File: src/hw/tcc_pkg.sv
package tcc_pkg;

  // ****************************************
  // sizes
  // ****************************************
  localparam int          NCH         = 2;
  localparam int          CNT_W       = 16;

  // ****************************************
  // register byte offsets
  // ****************************************
  localparam logic [7:0]  OFS_CTRL    = 8'h00;
  localparam logic [7:0]  OFS_COUNT   = 8'h04;
  localparam logic [7:0]  OFS_MOD     = 8'h08;
  localparam logic [7:0]  OFS_CH_CTL  = 8'h0C;
  localparam logic [7:0]  OFS_CH_HI   = 8'h10;
  localparam logic [7:0]  OFS_CH_LO   = 8'h14;
  localparam logic [7:0]  CH_STRIDE   = 8'h0C;

  // ****************************************
  // field positions
  // ****************************************
  localparam int          CTRL_HALT_BIT  = 5;
  localparam int          CTRL_RST_BIT   = 4;
  localparam int          CH_FLAG_BIT    = 7;
  localparam int          CH_IE_BIT      = 6;
  localparam int          CH_BUF_BIT     = 5;
  localparam int          CH_MSA_BIT     = 4;
  localparam int          CH_ELS_HI_BIT  = 3;
  localparam int          CH_ELS_LO_BIT  = 2;
  localparam int          CH_TOV_BIT     = 1;
  localparam int          CH_MAX_BIT     = 0;

  // ****************************************
  // reset values
  // ****************************************
  localparam logic              HALT_RST = 1'b1;
  localparam logic [CNT_W-1:0]  MOD_RST  = 16'hFFFF;
  localparam logic [CNT_W-1:0]  CNT_RST  = 16'h0000;
  localparam logic [6:0]        CTL_RST  = 7'h00;
  localparam logic              PIN_RST  = 1'b1;

  // ****************************************
  // bus
  // ****************************************
  localparam int          HTRANS_ACTIVE_BIT = 1;

  typedef enum logic [1:0] {
    ELS_OFF         = 2'b00,
    ELS_RISE_TOGGLE = 2'b01,
    ELS_FALL_CLEAR  = 2'b10,
    ELS_BOTH_SET    = 2'b11
  } els_t;

endpackage

File: src/hw/timer_channel_capture_compare.sv
// Summary of operation
// - capture mode: selected pin edge sets flag and copies counter into channel value
// - compare mode: counter equal to channel value sets the flag
// - flag clears by control read with flag set, then zero write; new event wins
// - writing one to flag does nothing; reset clears flag and control bits
// - interrupt request is flag and enable together
// - buffered select forces buffered compare or pwm regardless of other mode bit
// - buffered bit only in channel 0; it disables channel 1 and frees its pin
// - with edge field nonzero and no buffering, mode bit picks capture or compare
// - edge field zero: mode bit one presets low, zero presets high
// - edge field zero: channel lets go of its pin
// - capture edges: 01 rising, 10 falling, 11 both
// - compare action: 01 toggle, 10 low, 11 high
// - toggle-on-overflow flips pin at every overflow in compare mode only
// - overflow action beats a coinciding compare action
// - full-duty bit forces 100% pwm, taking effect from next period; code forces it only while toggle-on-overflow is clear
// - channel value holds capture or compare value; unknown after reset
// - capture mode: high byte read blocks captures until low byte read
// - compare modes: high byte write blocks matches until low byte written
// - counter at modulo signals overflow and restarts from zero
// - halt with counter reset holds counter stopped at zero
//
// Implementation choices: the address map and the AHB-Lite register port.
`timescale 1ns/100ps
`default_nettype none

module timer_channel_capture_compare
  import tcc_pkg::*;
(
  input  wire  logic              i_clk,
  input  wire  logic              i_nrst,
  input  wire  logic              i_hsel,
  input  wire  logic [31:0]       i_haddr,
  input  wire  logic [1:0]        i_htrans,
  input  wire  logic              i_hwrite,
  input  wire  logic [2:0]        i_hsize,
  input  wire  logic [31:0]       i_hwdata,
  input  wire  logic              i_hready,
  output var   logic [31:0]       o_hrdata,
  output var   logic              o_hreadyout,
  output var   logic              o_hresp,
  input  wire  logic [NCH-1:0]    i_chan_pin,
  output var   logic [NCH-1:0]    o_chan_pin,
  output var   logic [NCH-1:0]    o_chan_pin_oe,
  output var   logic [NCH-1:0]    o_irq
);

  // ****************************************
  // helpers
  // ****************************************
  function automatic logic pin_action(input logic [1:0] e, input logic p);
    case (e)
      ELS_RISE_TOGGLE: pin_action = ~p;
      ELS_FALL_CLEAR:  pin_action = 1'b0;
      ELS_BOTH_SET:    pin_action = 1'b1;
      default:         pin_action = p;
    endcase
  endfunction

  function automatic logic full_level(input logic [1:0] e, input logic p);
    case (e)
      ELS_FALL_CLEAR:  full_level = 1'b1;
      ELS_BOTH_SET:    full_level = 1'b0;
      default:         full_level = p;
    endcase
  endfunction

  // ****************************************
  // state
  // ****************************************
  logic [CNT_W-1:0]  cnt_q;
  logic [CNT_W-1:0]  mod_q;
  logic              halt_q;
  logic [6:0]        ctl_q [NCH];
  logic [CNT_W-1:0]  val_q [NCH];
  logic [NCH-1:0]    flag_q;
  logic [NCH-1:0]    arm_q;
  logic [NCH-1:0]    rd_lock_q;
  logic [NCH-1:0]    wr_lock_q;
  logic [NCH-1:0]    max_eff_q;
  logic [NCH-1:0]    pin_q;
  logic [NCH-1:0]    oe_q;
  logic [NCH-1:0]    irq_q;
  logic [NCH-1:0]    sync1_q;
  logic [NCH-1:0]    sync2_q;
  logic [NCH-1:0]    sync3_q;
  logic              act_sel_q;
  logic              last_wr_q;
  logic [31:0]       rdata_q;
  logic              wr_q;
  logic [7:0]        waddr_q;

  // ****************************************
  // bus decode
  // ****************************************
  logic              acc;
  logic              rd_acc;
  logic [7:0]        a_addr;
  logic              in_map;
  logic [7:0]        wd;
  logic              we_ctrl;
  logic              we_mod;
  logic              buf_on;
  logic              ovf;
  logic              cnt_rst;
  logic [31:0]       rd_mux;

  assign acc     = i_hsel && i_htrans[HTRANS_ACTIVE_BIT] && i_hready;
  assign rd_acc  = acc && !i_hwrite;
  assign a_addr  = i_haddr[7:0];
  assign in_map  = (i_haddr[31:8] == 24'h000000);
  assign wd      = i_hwdata[7:0];
  assign we_ctrl = wr_q && (waddr_q == OFS_CTRL);
  assign we_mod  = wr_q && (waddr_q == OFS_MOD);
  assign cnt_rst = we_ctrl && wd[CTRL_RST_BIT];
  assign buf_on  = ctl_q[0][CH_BUF_BIT];

  // ****************************************
  // counter
  // ****************************************
  // modulo overflow
  assign ovf = !halt_q && !cnt_rst && (cnt_q == mod_q);

  always_ff @(posedge i_clk or negedge i_nrst) begin
    if (!i_nrst) begin
      cnt_q  <= CNT_RST;
      mod_q  <= MOD_RST;
      halt_q <= HALT_RST;
    end else begin
      if (we_ctrl) begin
        halt_q <= wd[CTRL_HALT_BIT];
      end
      if (we_mod) begin
        mod_q <= i_hwdata[CNT_W-1:0];
      end
      if (cnt_rst) begin
        cnt_q <= CNT_RST;
      end else if (ovf) begin
        cnt_q <= CNT_RST;
      end else if (!halt_q) begin
        cnt_q <= cnt_q + 16'h0001;
      end
    end
  end

  // ****************************************
  // channels
  // ****************************************
  logic [1:0]        els [NCH];
  logic [CNT_W-1:0]  cmp_val [NCH];
  logic [NCH-1:0]    live, bufm, msa, cap_md, cmp_md, rise, fall;
  logic [NCH-1:0]    edge_hit, match, evt, tov_on, pin_d, oe_d;
  logic [NCH-1:0]    rd_ctl, rd_hi, rd_lo, we_ctl, we_hi, we_lo, we_zero;
  logic [7:0]        ch_rd [NCH];

  for (genvar g = 0; g < NCH; g++) begin : g_ch
    localparam logic [7:0] BASE = 8'(g) * CH_STRIDE;
    assign rd_ctl[g]  = rd_acc && in_map && (a_addr == OFS_CH_CTL + BASE);
    assign rd_hi[g]   = rd_acc && in_map && (a_addr == OFS_CH_HI + BASE);
    assign rd_lo[g]   = rd_acc && in_map && (a_addr == OFS_CH_LO + BASE);
    // channel 1 control is dead while buffering
    assign we_ctl[g]  = wr_q && live[g] && (waddr_q == OFS_CH_CTL + BASE);
    assign we_hi[g]   = wr_q && (waddr_q == OFS_CH_HI + BASE);
    assign we_lo[g]   = wr_q && (waddr_q == OFS_CH_LO + BASE);
    assign we_zero[g] = we_ctl[g] && !wd[CH_FLAG_BIT];
    assign els[g]     = ctl_q[g][CH_ELS_HI_BIT:CH_ELS_LO_BIT];
    assign msa[g]     = ctl_q[g][CH_MSA_BIT];
    assign live[g]    = (g == 0) || !buf_on;
    assign bufm[g]    = (g == 0) && buf_on;
    assign cap_md[g]  = live[g] && (els[g] != ELS_OFF) && !bufm[g] && !msa[g];
    assign cmp_md[g]  = live[g] && (els[g] != ELS_OFF) && (msa[g] || bufm[g]);
    assign cmp_val[g] = bufm[g] ? val_q[act_sel_q] : val_q[g];
    assign rise[g]    = sync2_q[g] && !sync3_q[g];
    assign fall[g]    = !sync2_q[g] && sync3_q[g];
    assign edge_hit[g] = cap_md[g] && !rd_lock_q[g] &&
                         ((els[g] == ELS_RISE_TOGGLE && rise[g]) ||
                          (els[g] == ELS_FALL_CLEAR && fall[g]) ||
                          (els[g] == ELS_BOTH_SET && (rise[g] || fall[g])));
    assign match[g]   = cmp_md[g] && !wr_lock_q[g] && !halt_q && (cnt_q == cmp_val[g]);
    assign evt[g]     = edge_hit[g] || match[g];
    // toggle on overflow only in compare
    assign tov_on[g]  = cmp_md[g] && ctl_q[g][CH_TOV_BIT];
    assign pin_d[g]   = !cmp_md[g] ? ((els[g] == ELS_OFF) ? !msa[g] : pin_q[g]) :
                        (tov_on[g] && ovf) ? !pin_q[g] :
                        (max_eff_q[g] && !ctl_q[g][CH_TOV_BIT]) ?
                          full_level(els[g], pin_q[g]) :
                        match[g] ? pin_action(els[g], pin_q[g]) : pin_q[g];
    // pin released when edge field is zero
    assign oe_d[g]    = cmp_md[g];
    assign ch_rd[g]   = (a_addr == OFS_CH_CTL + BASE) ?
                          (live[g] ? {flag_q[g], ctl_q[g]} : 8'h00) :
                        (a_addr == OFS_CH_HI + BASE) ? val_q[g][15:8] :
                        (a_addr == OFS_CH_LO + BASE) ? val_q[g][7:0] : 8'h00;
  end

  always_ff @(posedge i_clk or negedge i_nrst) begin
    if (!i_nrst) begin
      for (int i = 0; i < NCH; i++) begin
        ctl_q[i] <= CTL_RST;
      end
      flag_q    <= '0;
      arm_q     <= '0;
      rd_lock_q <= '0;
      wr_lock_q <= '0;
      max_eff_q <= '0;
      pin_q     <= {NCH{PIN_RST}};
      oe_q      <= '0;
      irq_q     <= '0;
      act_sel_q <= 1'b0;
      last_wr_q <= 1'b0;
    end else begin
      for (int i = 0; i < NCH; i++) begin
        // control write replaces all control bits, bit 5 only on channel 0
        if (we_ctl[i]) begin
          ctl_q[i] <= (i == 0) ? wd[6:0] : (wd[6:0] & 7'h5F);
        end
        // clear needs armed read, event wins
        if (evt[i]) begin
          flag_q[i] <= 1'b1;
        end else if (we_zero[i] && arm_q[i]) begin
          flag_q[i] <= 1'b0;
        end
        if (evt[i] || we_ctl[i]) begin
          arm_q[i] <= 1'b0;
        end else if (rd_ctl[i] && flag_q[i]) begin
          arm_q[i] <= 1'b1;
        end
        if (rd_lo[i]) begin
          rd_lock_q[i] <= 1'b0;
        end else if (rd_hi[i] && cap_md[i]) begin
          rd_lock_q[i] <= 1'b1;
        end
        if (we_lo[i]) begin
          wr_lock_q[i] <= 1'b0;
        end else if (we_hi[i] && !cap_md[i]) begin
          wr_lock_q[i] <= 1'b1;
        end
        // new duty setting from next period
        if (ovf) begin
          max_eff_q[i] <= ctl_q[i][CH_MAX_BIT];
        end
        pin_q[i] <= pin_d[i];
        oe_q[i]  <= oe_d[i];
        irq_q[i] <= flag_q[i] && ctl_q[i][CH_IE_BIT];
      end
      if (buf_on && we_lo[1]) begin
        last_wr_q <= 1'b1;
      end else if (buf_on && we_lo[0]) begin
        last_wr_q <= 1'b0;
      end
      if (ovf) begin
        act_sel_q <= last_wr_q;
      end
    end
  end

  always_ff @(posedge i_clk) begin
    for (int i = 0; i < NCH; i++) begin
      if (we_hi[i]) begin
        val_q[i][15:8] <= wd;
      end else if (we_lo[i]) begin
        val_q[i][7:0] <= wd;
      end else if (edge_hit[i]) begin
        val_q[i] <= cnt_q;
      end
    end
  end

  // ****************************************
  // pin synchroniser
  // ****************************************
  always_ff @(posedge i_clk or negedge i_nrst) begin
    if (!i_nrst) begin
      sync1_q <= '0;
      sync2_q <= '0;
      sync3_q <= '0;
    end else begin
      sync1_q <= i_chan_pin;
      sync2_q <= sync1_q;
      sync3_q <= sync2_q;
    end
  end

  // ****************************************
  // bus slave
  // ****************************************
  assign rd_mux = !in_map ? 32'h00000000 :
                  (a_addr == OFS_CTRL) ? {26'h0000000, halt_q, 5'h00} :
                  (a_addr == OFS_COUNT) ? {16'h0000, cnt_q} :
                  (a_addr == OFS_MOD) ? {16'h0000, mod_q} :
                  {24'h000000, ch_rd[0] | ch_rd[1]};

  always_ff @(posedge i_clk or negedge i_nrst) begin
    if (!i_nrst) begin
      rdata_q <= 32'h00000000;
      wr_q    <= 1'b0;
      waddr_q <= 8'h00;
    end else begin
      wr_q    <= acc && i_hwrite && in_map;
      waddr_q <= a_addr;
      if (rd_acc) begin
        rdata_q <= rd_mux;
      end
    end
  end

  assign o_hrdata      = rdata_q;
  assign o_hreadyout   = 1'b1;
  assign o_hresp       = 1'b0;
  assign o_chan_pin    = pin_q;
  assign o_chan_pin_oe = oe_q;
  assign o_irq         = irq_q;
endmodule

`default_nettype wire

File: config.mk
export PLATFORM = sky130hd
export DESIGN_NAME = timer_channel_capture_compare
export DESIGN_NICKNAME = d
export VERILOG_FILES = /design/src/hw/tcc_pkg.sv /design/src/hw/timer_channel_capture_compare.sv
export SDC_FILE = /design/constraint.sdc
export NUM_CORES = 1
export LEC_CHECK = 0
export BUFFER_PORTS_ARGS = -buffer_cell sky130_fd_sc_hd__buf_2
export CAP_MARGIN = 20
export CORE_MARGIN = 3
export CORE_UTILIZATION = 45
export CTS_BUF_LIST = sky130_fd_sc_hd__clkbuf_8
export CTS_CLUSTER_SIZE = 16
export DETAILED_ROUTE_END_ITERATION = 12
export PLACE_DENSITY = 0.78
export SLEW_MARGIN = 20
export SYNTH_ARGS = -nofsm -noshare
export SYNTH_HDL_FRONTEND = slang
export SYNTH_SLANG_ARGS = --single-unit
File: constraint.sdc
create_clock -name i_clk -period 2.8 [get_ports i_clk]
set_input_delay 0.42 -clock i_clk [delete_from_list [all_inputs] [get_ports i_clk]]
set_output_delay 0.42 -clock i_clk [all_outputs]
set_load 0.005 [all_outputs]
==> metrics.cfg, run 1 <==
[critical_path]
crit_chain = xnor2_1 > nand4_1 > nor4_1 > nand3b_2 > o41ai_1 > a21oi_1 > mux2i_1
crit_fanout = 9
cp-end-kind = register
cp.required_ps = 3180
cpMaxStageDelayCell = dfrtp_1
worst-path-buf-inv = 0
crit_type = register to register
crit_family = simple AND/OR/NAND/NOR gates
critPathArrivalTime_ps = 2920
start_kind = register
cp_slowest_stage_delay_ps = 710

[power]
swShare_pct = 26.6
pwr-share-seq_pct = 47.4
power.switching_mw = 1.18
combPwrFrac_pct = 12.0
p_int_mw = 3.24
p_clk_share_pct = 40.6
peakVddDrop_uv = 287
p_leak_nw = 3.42
power_mw = 4.42
power_density_mw_per_mm2 = 537

[sta]
slew_violations = 0
min_period_over_period_pct = 90.6
finalSetupViolCount = 0
rsz0062_at_grt = no
timing.fmax_mhz = 394
timing.final.crit_period_ps = 2540
worst_pin_slew_ps = 634
fin_skew_ps = 15.5
hold_viol_final = 0
tns_ps = 0
maxSlewHeadroom_pct = 57.2

[grt]
grtUsageMet1_pct = 33.9
grt_use_total_pct = 24.0
gr-total-overflow = 0
grt_max_degree = 56
first_global_vias = 5495
use_met3_pct = 5.38
top_usage_layer = met2
met2_usage_pct = 36.0
grt_pass1_wl_um = 32000
antenna_found_initial = 0

[synthesis]
synth_edf_count = 32
yosysMostFrequentCell = dfrtp_1
synth.distinct_cells = 74
yosysTopAreaCell = dfrtp_1
syn_area_per_cell_um2 = 10.6
async_flop_share_pct = 74.8
synth_area_leaders = dfrtp_1 (27%), edfxtp_1 (13%), mux2_2 (9.1%), dfstp_2 (7.0%), xnor2_1 (4.4%)
synthTopCellsByCount = dfrtp_1 (76), mux2_2 (58), nand2_1 (56)
yosys_warnings = 0
ys_ff_latch = 127
netlist_area_mm2 = 0.00715
netlist_instances = 676
yosys_most_used_dff = dfrtp_1
synthDominantCellAreaShare_pct = 26.6
ys_seq_area_share_pct = 47.0

[floorplanning]
coreArea_mm2 = 0.0154
ios = 116
placementRows = 45
die-width_um = 132
initial_core_util_pct = 46.5
dieArea_mm2 = 0.0174
die_y_um = 132

[cts]
cts_tree = yes
post_cts_buffers = 0
cts_buffers = 17
clock_path_buffers = 2
cts_htree_levels = 4
clk_latency_ps = 460
clockRootBuffer = clkbuf_8
numClockSinks = 127
clkTransAtPathRegs_ps = 70

[layout]
syn_to_final_growth_pct = 15.0
antenna_cells = 0
layout-drive-gt1-share_pct = 30.5
fin_util_pct = 53.5
final_nets = 843
fillers = 1380

[drt]
via_count = 5808
routed_wl_um = 20700
drc = 0
wl_per_cell_um = 21.0
ant_nets = 0
vias_per_cell = 5.89
drt-pass1-iter-count = 8
first_iter_violations = 790

[hold_path]
hp-class = input pin to register

[placement]
port_buffers = 77
dp_hpwl_um = 15200
gp_congestion = 0.997

[flow_run]
drv_cap = 0

[outcome]
status = complete, no violations

registers in the layout (all words and copies together) (netlist names), 8 cells and up:
signal    cells
val_q        32
waddr_q       8
o_hrdata     16
mod_q        16
cnt_q        16
ctl_q        12
area by class of cell:
cell class                 count  area (um^2)  area share [%]
timing repair buffer         110          663            8.07
clock inverter                13          184            2.24
tap                          211          264            3.21
clock buffer                  19          262            3.18
inverter                      21         78.8           0.959
multi-input combinational    485         3410            41.5
sequential                   127         3360            40.9
final timing paths:
path	from	to	slack, ps	cells past startpoint
max in group asynchronous	i_nrst	mod_q[3]	1550	3
worst max register to register	cnt_q[1]	o_chan_pin[1]	260	7
worst min-delay path	i_chan_pin[0]	sync1_q[0]	70	1
worst max-delay path	cnt_q[1]	o_chan_pin[1]	260	7
worst min register to register	sync1_q[0]	sync2_q[0]	360	0
min in group asynchronous	i_nrst	waddr_q[7]	490	2
kinds of logic after synthesis:
family / Yosys count / synth area share (%)
mux: 75 / 11.7
simple gates: 203 / 15.2
compound gates: 141 / 13.5
buf+inv: 80 / 6.14
other cells: 2 / 0.105
fa+ha+maj: 5 / 0.875
flops: 127 / 47.0
xor+xnor: 43 / 5.53
routing by layer:
layer	share of wire [%]	routed length, um
met1	43	8870
met2	46	9450
met3	9.1	1880
met4	2.6	532
met5	0	0
through the flow:
stage | worst slack (ps) | instance area (um^2) | hold WS [ps] | instances
floorplan | 521 | 7210 | 124 | 692
global placement | 395 | 7770 | 343 | 953
detailed placement | 336 | 7770 | 352 | 953
CTS | 299 | 8220 | 53.6 | 986
global route | 36.3 | 8220 | 57.2 | 986
finish | 263 | 8220 | 72.5 | 986
power by group through the flow:
stage | sequential (mW) | clock [mW] | combinational, mW
2_1_floorplan | 2.07 | 0 | 0.371
3_3_place_gp | 2.13 | 0 | 0.511
3_5_place_dp | 2.13 | 0 | 0.522
4_1_cts | 2.09 | 1.81 | 0.527
5_1_grt | 2.11 | 1.90 | 0.584
6_report | 2.09 | 1.79 | 0.530
timing repair:
action / in CTS / in global routing
hold buffers: 1 / 0
endpoints found under the hold margin: 29 / 0
resized for setup: 0 / 0
placed cells by master, fill, tap and decap left out, types with 8 or more instances in the layout:
cell type  instances
and3_1            15
dfrtp_1           76
conb_1            18
mux2_1            10
nor2_1            34
nand3_1           23
nand2b_1          11
and2_1             8
mux2_2            58
xnor2_1           36
dfstp_2           19
a222oi_1           9
o21ai_0           40
edfxtp_1          32
nor4_1            11
a21oi_1           18
buf_4             31
nand2_1           56
clkbuf_8          19
inv_1             21
buf_2             76
a22oi_1           14
Note: power is estimated with default switching activity, not from simulation.
==> inputs of run 2 (changes only) <==
--- a/config.mk
+++ b/config.mk
@@ -5,6 +5,7 @@
 export SDC_FILE = /design/constraint.sdc
 export NUM_CORES = 1
 export LEC_CHECK = 0
+export ABC_AREA = 1
 export BUFFER_PORTS_ARGS = -buffer_cell sky130_fd_sc_hd__buf_2
 export CAP_MARGIN = 20
 export CORE_MARGIN = 3
==> run 2 against run 1 <==
Against the previous run: worst setup slack gained 300 ps; global-route usage is 1.4 points higher; register-to-register slack improved by 300 ps; clock power rose by 4%; utilization shrank 0.62 points; total power is 9.9% lower; die area rose by 2.8%; hold slack got worse by 17 ps; cell count increased by 30%; non-clock buffer count shrank 16; combinational power is 67% lower; count of clock-buffer cells in the layout decreased by 2; critical path type unchanged; largest cell class is now flip-flops and latches.
==> metrics.cfg, run 2 <==
[drt]
vias_per_cell = 5.38  ; -8.7%
via_count = 6907  ; +19%
ant_nets = 0  ; unchanged
first_iter_violations = 815  ; +3.2%
drt-pass1-iter-count = 6  ; -2
wl_per_cell_um = 17.3  ; -18%
drc = 0  ; unchanged
routed_wl_um = 22200  ; +7.2%

[sta]
timing.fmax_mhz = 448  ; +14%
worst_pin_slew_ps = 609  ; -24.8 ps
tns_ps = 0  ; unchanged
hold_viol_final = 0  ; unchanged
slew_violations = 0  ; unchanged
fin_skew_ps = 15.1  ; -0.406 ps
maxSlewHeadroom_pct = 59.3  ; +2.1 points
hold_ws_ps = 55.4  ; -17.1 ps
setup_slack_ps = 568  ; +305 ps
finalSetupViolCount = 0  ; unchanged
min_period_over_period_pct = 79.7  ; -11 points
rsz0062_at_grt = no
timing.final.crit_period_ps = 2230  ; -305 ps

[synthesis]
synth_edf_count = 32  ; unchanged
yosysTopAreaCell = dfrtp_1
synthTopCellsByCount = nand2_1 (284), inv_1 (106), o21ai_0 (91)
ys_ff_latch = 127  ; unchanged
yosysMostFrequentCell = nand2_1
yosys_warnings = 0  ; unchanged
synthDominantCellAreaShare_pct = 25.9  ; -0.75 points
netlist_instances = 967  ; +43%
synth.distinct_cells = 45  ; -39%
synth_area_leaders = dfrtp_1 (26%), nand2_1 (14%), edfxtp_1 (13%), dfstp_2 (6.8%), o21ai_0 (6.2%)
async_flop_share_pct = 74.8  ; unchanged
yosys_most_used_dff = dfrtp_1
syn_area_per_cell_um2 = 7.61  ; -28%
netlist_area_mm2 = 0.00736  ; +2.9%
ys_seq_area_share_pct = 45.7  ; -1.3 points

[power]
power.switching_uw = 926  ; -21%
p_leak_nw = 4.31  ; +26%
power_density_mw_per_mm2 = 472  ; -12%
p_int_mw = 3.05  ; -5.8%
swShare_pct = 23.3  ; -3.3 points
p_clk_share_pct = 47.1  ; +6.5 points
peakVddDrop_uv = 327  ; +14%
combPwrFrac_pct = 4.5  ; -7.5 points
pwr-share-seq_pct = 48.5  ; +1.1 points
power_mw = 3.98  ; -9.9%

[critical_path]
cp_slowest_stage_delay_ps = 470  ; -240 ps
crit_fanout = 25  ; +16
worst-path-buf-inv = 1  ; +1
cp-end-kind = register
crit_type = register to register
cpMaxStageDelayCell = dfrtp_1
crit_family = simple AND/OR/NAND/NOR gates
crit_chain = nor2_1 > nor2_1 > nand2_1 > nor2_1 > o21ai_1 > nor2_1 > nand2_2 > nand2_1 > buf_4
cp.required_ps = 2970  ; -210 ps
critPathMostFrequentCell = nor2_1
start_kind = register
critPathArrivalTime_ps = 2400  ; -520 ps

[layout]
fin_area_mm2 = 0.00843  ; +2.5%
largest_reg_flops = 32  ; unchanged
final_nets = 1137  ; +35%
final_cell_count_no_fill = 1285  ; +30%
multi_input_area_mm2 = 0.00333  ; -2.2%
syn_to_final_growth_pct = 14.6
final_cell_mix = nand2_1 (284), inv_1 (106), o21ai_0 (91)
fin_util_pct = 52.9  ; -0.62 points
layout-drive-gt1-share_pct = 18.1  ; -12 points
fillers = 1526  ; +11%
regArea_mm2 = 0.00336  ; unchanged
regMostFlops = val_q
antenna_cells = 0  ; unchanged
layout_commonest_cell = nand2_1

[cts]
cts_htree_levels = 4  ; unchanged
clock_path_buffers = 2  ; unchanged
hold_buffers = 1  ; unchanged
post_cts_buffers = 0  ; unchanged
cts_tree = yes
cts_buffers = 17  ; unchanged
clkTransAtPathRegs_ps = 80  ; about the same
post_cts_resized = 0  ; unchanged
clk_latency_ps = 470  ; about the same
numClockSinks = 127  ; unchanged
clockRootBuffer = clkbuf_8

[placement]
dp_hpwl_um = 17100  ; +13%
postPlaceCellArea_mm2 = 0.00795  ; +2.4%
port_buffers = 77  ; unchanged
gp_congestion = 1.01  ; +1.1%
post-place-cells = 1252  ; +31%
post-place-ws_ps = 616  ; +280 ps

[floorplanning]
die_y_um = 134  ; +1.4%
die-width_um = 134  ; +1.4%
initial_core_util_pct = 46.1  ; -0.37 points
coreArea_mm2 = 0.0159  ; +3.7%
placementRows = 46  ; +2.2%
ios = 116  ; unchanged
dieArea_mm2 = 0.0179  ; +2.8%

[hold_path]
hp-class = input pin to register

[grt]
first_global_vias = 6413  ; +17%
gr-total-overflow = 0  ; unchanged
grt_use_total_pct = 25.3  ; +1.4 points
antenna_found_initial = 0  ; unchanged
grt_pass1_wl_um = 35000  ; +9.3%
grt_max_degree = 51  ; -8.9%

[outcome]
status = complete, no violations

[flow_run]
drv_cap = 0  ; unchanged

==> run 2: power groups by stage <==
stage	registers (mW)	clock network [mW]	logic, mW
floorplan	1.96	0	0.0924
global placement	1.97	0	0.171
detailed placement	1.97	0	0.176
CTS	1.93	1.90	0.178
global route	1.93	1.98	0.201
finish	1.93	1.87	0.177
==> run 2: final timing paths <==
check	slack, ps	cells past startpoint	start	end
max	570	9	ctl_q[3]	val_q[1][5]
min	60	1	i_chan_pin[1]	sync1_q[1]
max reg2reg	570	9	ctl_q[3]	val_q[1][5]
min reg2reg	350	0	sync1_q[1]	sync2_q[1]
max in group asynchronous	1560	3	i_nrst	halt_q
min in group asynchronous	500	2	i_nrst	flag_q[0]
==> run 2: worst register-to-register path, stage by stage, from the launching register on <==
cell	delay [ps]
dfrtp_1	470
nor2_1	130
nor2_1	150
nand2_1	130
nor2_1	120
o21ai_1	150
nor2_1	150
nand2_2	270
nand2_1	150
buf_4	220
==> run 2: metal layers <==
| metal | routed length [um] | up-vias | track usage (%) |
|---|---|---|---|
| met1 | 9610 | 3215 | 34.9 |
| met2 | 10200 | 338 | 39.5 |
| met5 | 0 | - | 0 |
| met3 | 1850 | 47 | 5.93 |
| met4 | 598 | 0 | 8.69 |
| li1 | - | 3307 | - |
==> run 2: cells by family after synthesis <==
group                      synth area share, %
AOI/OAI and AO/OA                         13.5
muxes                                     1.38
adders and majority gates                0.850
buffers and inverters                     9.81
xor gates and xnor gates                  1.19
other                                    0.102
DFF                                       45.7
and+or+nand+nor                           27.5
==> run 2: area by class of cell <==
cell class / instances / share of cell area (%)
multi-input cells: 692 / 39.5
clock buffers: 17 / 2.78
clock inverters: 15 / 2.76
repair buffers: 94 / 6.29
well taps: 216 / 3.21
inverters: 124 / 5.54
flip-flops and latches: 127 / 39.9
==> inputs of run 3 (changes only) <==
--- a/config.mk
+++ b/config.mk
@@ -5,7 +5,7 @@
 export SDC_FILE = /design/constraint.sdc
 export NUM_CORES = 1
 export LEC_CHECK = 0
-export ABC_AREA = 1
+export ABC_AREA = 0
 export BUFFER_PORTS_ARGS = -buffer_cell sky130_fd_sc_hd__buf_2
 export CAP_MARGIN = 20
 export CORE_MARGIN = 3
@@ -13,7 +13,7 @@
 export CTS_BUF_LIST = sky130_fd_sc_hd__clkbuf_8
 export CTS_CLUSTER_SIZE = 16
 export DETAILED_ROUTE_END_ITERATION = 12
-export PLACE_DENSITY = 0.78
+export PLACE_DENSITY = 0.8
 export SLEW_MARGIN = 20
 export SYNTH_ARGS = -nofsm -noshare
 export SYNTH_HDL_FRONTEND = slang
==> constraint.sdc (replaced) <==
create_clock -name i_clk -period 2 [get_ports i_clk]
set_input_delay 0.3 -clock i_clk [delete_from_list [all_inputs] [get_ports i_clk]]
set_output_delay 0.3 -clock i_clk [all_outputs]
set_load 0.005 [all_outputs]
==> run 3 against run 2 <==
Against the previous run: the run now ends with negative setup slack left; utilization is 14 points higher; critical path depth shrank 1; first-iteration DRC count down 1.6%; wire length grew 17%; cell count is 12% lower; worst setup slack got worse by 880 ps; non-clock buffer count increased by 168; count of clock-buffer cells in the layout up 4; sequential share of layout area is 7.2 points lower; cell area grew 22%; clock skew fell by 3.1 ps; maximum frequency is 3.3% lower.
==> metrics.cfg, run 3 (synthesis gave the netlist of run 1 again) <==
[outcome]
status = complete, but fails checks
violations = negative setup slack

[layout]
fin_util_pct = 67.0  ; +14 points
syn_to_final_growth_pct = 44.1
regMostFlops = val_q
fin_area_mm2 = 0.0103  ; +22%
final_nets = 995  ; -12%
multi_input_area_mm2 = 0.00409  ; +23%
largest_reg_flops = 32  ; unchanged
layout-drive-gt1-share_pct = 51.9  ; +34 points
regArea_mm2 = 0.00337  ; +0.15%
fillers = 1077  ; -29%
layout_commonest_cell = buf_4
antenna_cells = 0  ; unchanged
final_cell_mix = buf_4 (140), buf_2 (75), dfrtp_1 (72)

[placement]
dp_hpwl_um = 17300  ; +1.5%
post-place-ws_ps = -301  ; -918 ps
postPlaceCellArea_mm2 = 0.00881  ; +11%
port_buffers = 77  ; unchanged
gp_congestion = 1.02  ; +1.4%

[cts]
clock_path_buffers = 2  ; unchanged
cts_htree_levels = 4  ; unchanged
numClockSinks = 127  ; unchanged
clk_latency_ps = 450  ; -20 ps
cts_buffers = 17  ; unchanged
cts_tree = yes
clockRootBuffer = clkbuf_8
clkTransAtPathRegs_ps = 80  ; about the same

[drt]
wl_per_cell_um = 22.8  ; +32%
first_iter_violations = 802  ; -1.6%
ant_nets = 0  ; unchanged
vias_per_cell = 5.98  ; +11%
via_count = 6798  ; -1.6%
routed_wl_um = 25900  ; +17%
drc = 0  ; unchanged
drt-pass1-iter-count = 7  ; +1

[grt]
top_usage_layer = met2
use_met3_pct = 5.34  ; -0.58 points
grt_pass1_wl_um = 37600  ; +7.5%
met2_usage_pct = 44.6  ; +5.2 points
grtUsageMet1_pct = 38.3  ; +3.3 points
grt_use_total_pct = 28.0  ; +2.7 points
grt_max_degree = 96  ; +88%
gr-total-overflow = 0  ; unchanged
antenna_found_initial = 0  ; unchanged
first_global_vias = 6519  ; +1.7%

[critical_path]
ff2ff_setup_slack_ps = -310  ; -880 ps
crit_chain = xnor2_2 > nand4_1 > nor4_4 > nand3b_4 > buf_4 > buf_6 > buf_4 > mux2_2
cpMaxStageDelayCell = dfstp_2
crit_path_start = mod_q[11]
cp_slowest_stage_delay_ps = 560  ; +90 ps
start_kind = register
critPathArrivalTime_ps = 2640  ; +240 ps
r2r-start = mod_q[11]
cp-end-kind = register
rr_endpoint = max_eff_q[1]
rr_worst_depth = 8  ; -1
critPathMostFrequentCell = buf_4
endpoint = max_eff_q[1]
crit_type = register to register
crit_fanout = 3  ; -88%
cp.required_ps = 2340  ; -630 ps

[sta]
min_period_over_period_pct = 115  ; +36 points
timing.final.crit_period_ps = 2310  ; +77.4 ps
worst_pin_slew_ps = 573  ; -36.6 ps
hold_viol_final = 0  ; unchanged
hold_ws_ps = 39.8  ; -15.7 ps
rsz0062_at_grt = yes
timing.fmax_mhz = 433  ; -3.3%
fin_skew_ps = 12.0  ; -3.11 ps
finalSetupViolCount = 72  ; +72
slew_violations = 0  ; unchanged
setup_slack_ps = -309  ; -877 ps
maxSlewHeadroom_pct = 61.5  ; +2.2 points

[floorplanning]
ios = 116  ; unchanged
die-width_um = 132  ; -1.4%
die_y_um = 132  ; -1.4%
coreArea_mm2 = 0.0154  ; -3.6%
placementRows = 45  ; -2.2%
dieArea_mm2 = 0.0174  ; -2.7%
initial_core_util_pct = 46.5  ; +0.37 points

[flow_run]
drv_cap = 0  ; unchanged

[power]
p_leak_nw = 4.55  ; +5.6%
peakVddDrop_uv = 418  ; +28%
power_mw = 6.49  ; +63%
power_density_mw_per_mm2 = 629  ; +33%

[hold_path]
hp-class = input pin to register

## run 3: changes by cell type in the layout (fill, tap and decap cells not counted), sizes merged, moves of 15 or more
cell,before,now
o21ai,104,45
nand3,57,23
mux2,9,68
nor2,97,37
o22ai,21,3
xnor2,4,36
nand2,295,56
buf,93,254
and3,0,15
inv,123,26
## run 3: area by class of cell
class	count	area share, %
clock inverters	10	0.814
well taps	211	2.56
flip-flops and latches	127	32.7
multi-input cells	485	39.7
repair buffers	262	20.7
clock buffers	21	2.80
inverters	21	0.765
## run 3: stage by stage
| stage | cells | TNS (ps) |
|---|---|---|
| 6_report | 1137 | -10390 |
| 5_1_grt | 1137 | -16920 |
| 4_1_cts | 1126 | -8620 |
| 3_5_place_dp | 1068 | -8370 |
| 3_3_place_gp | 1068 | -5650 |
| 2_1_floorplan | 692 | -4320 |
## run 3: how the worst min path moves through the flow
stage	startpoint	endpoint	cells past startpoint	slack, ps
finish	i_haddr[7]	waddr_q[7]	1	40
global route	i_haddr[7]	waddr_q[7]	1	20
detailed placement	sync1_q[1]	sync2_q[1]	0	340
global placement	sync1_q[0]	sync2_q[0]	0	330
floorplan	i_nrst	act_sel_q	0	4
CTS	i_haddr[7]	waddr_q[7]	1	0.4
## run 3: worst max-delay path, delay by kind of cell, from the launching register on
family | cells | cell delay, ps
XOR/XNOR | 1 | 140
buffers and inverters | 3 | 400
flip-flops | 1 | 560
multiplexers | 1 | 260
AND/OR/NAND/NOR | 3 | 820
## run 3: timing repair
action	in CTS	in global routing
cloned	4	0
endpoints found under the hold margin	83	0
pin swaps	32	33
endpoints found under the setup margin	75	109
setup buffers	17	18
resized for setup	104	95
hold buffers	8	0
## run 3: per-layer routing
layer	share of wire (%)	vias up	wire [um]
met4	3.8	0	973
met5	0	-	0
met2	47	476	12200
met3	9.4	80	2440
li1	-	2911	-
met1	40	3331	10300
## run 3: power by group
group          internal (mW)  total, mW  switching (mW)
Sequential              2.78       2.90           0.112
Combinational          0.720       1.43           0.709
Clock                   1.10       2.16            1.06
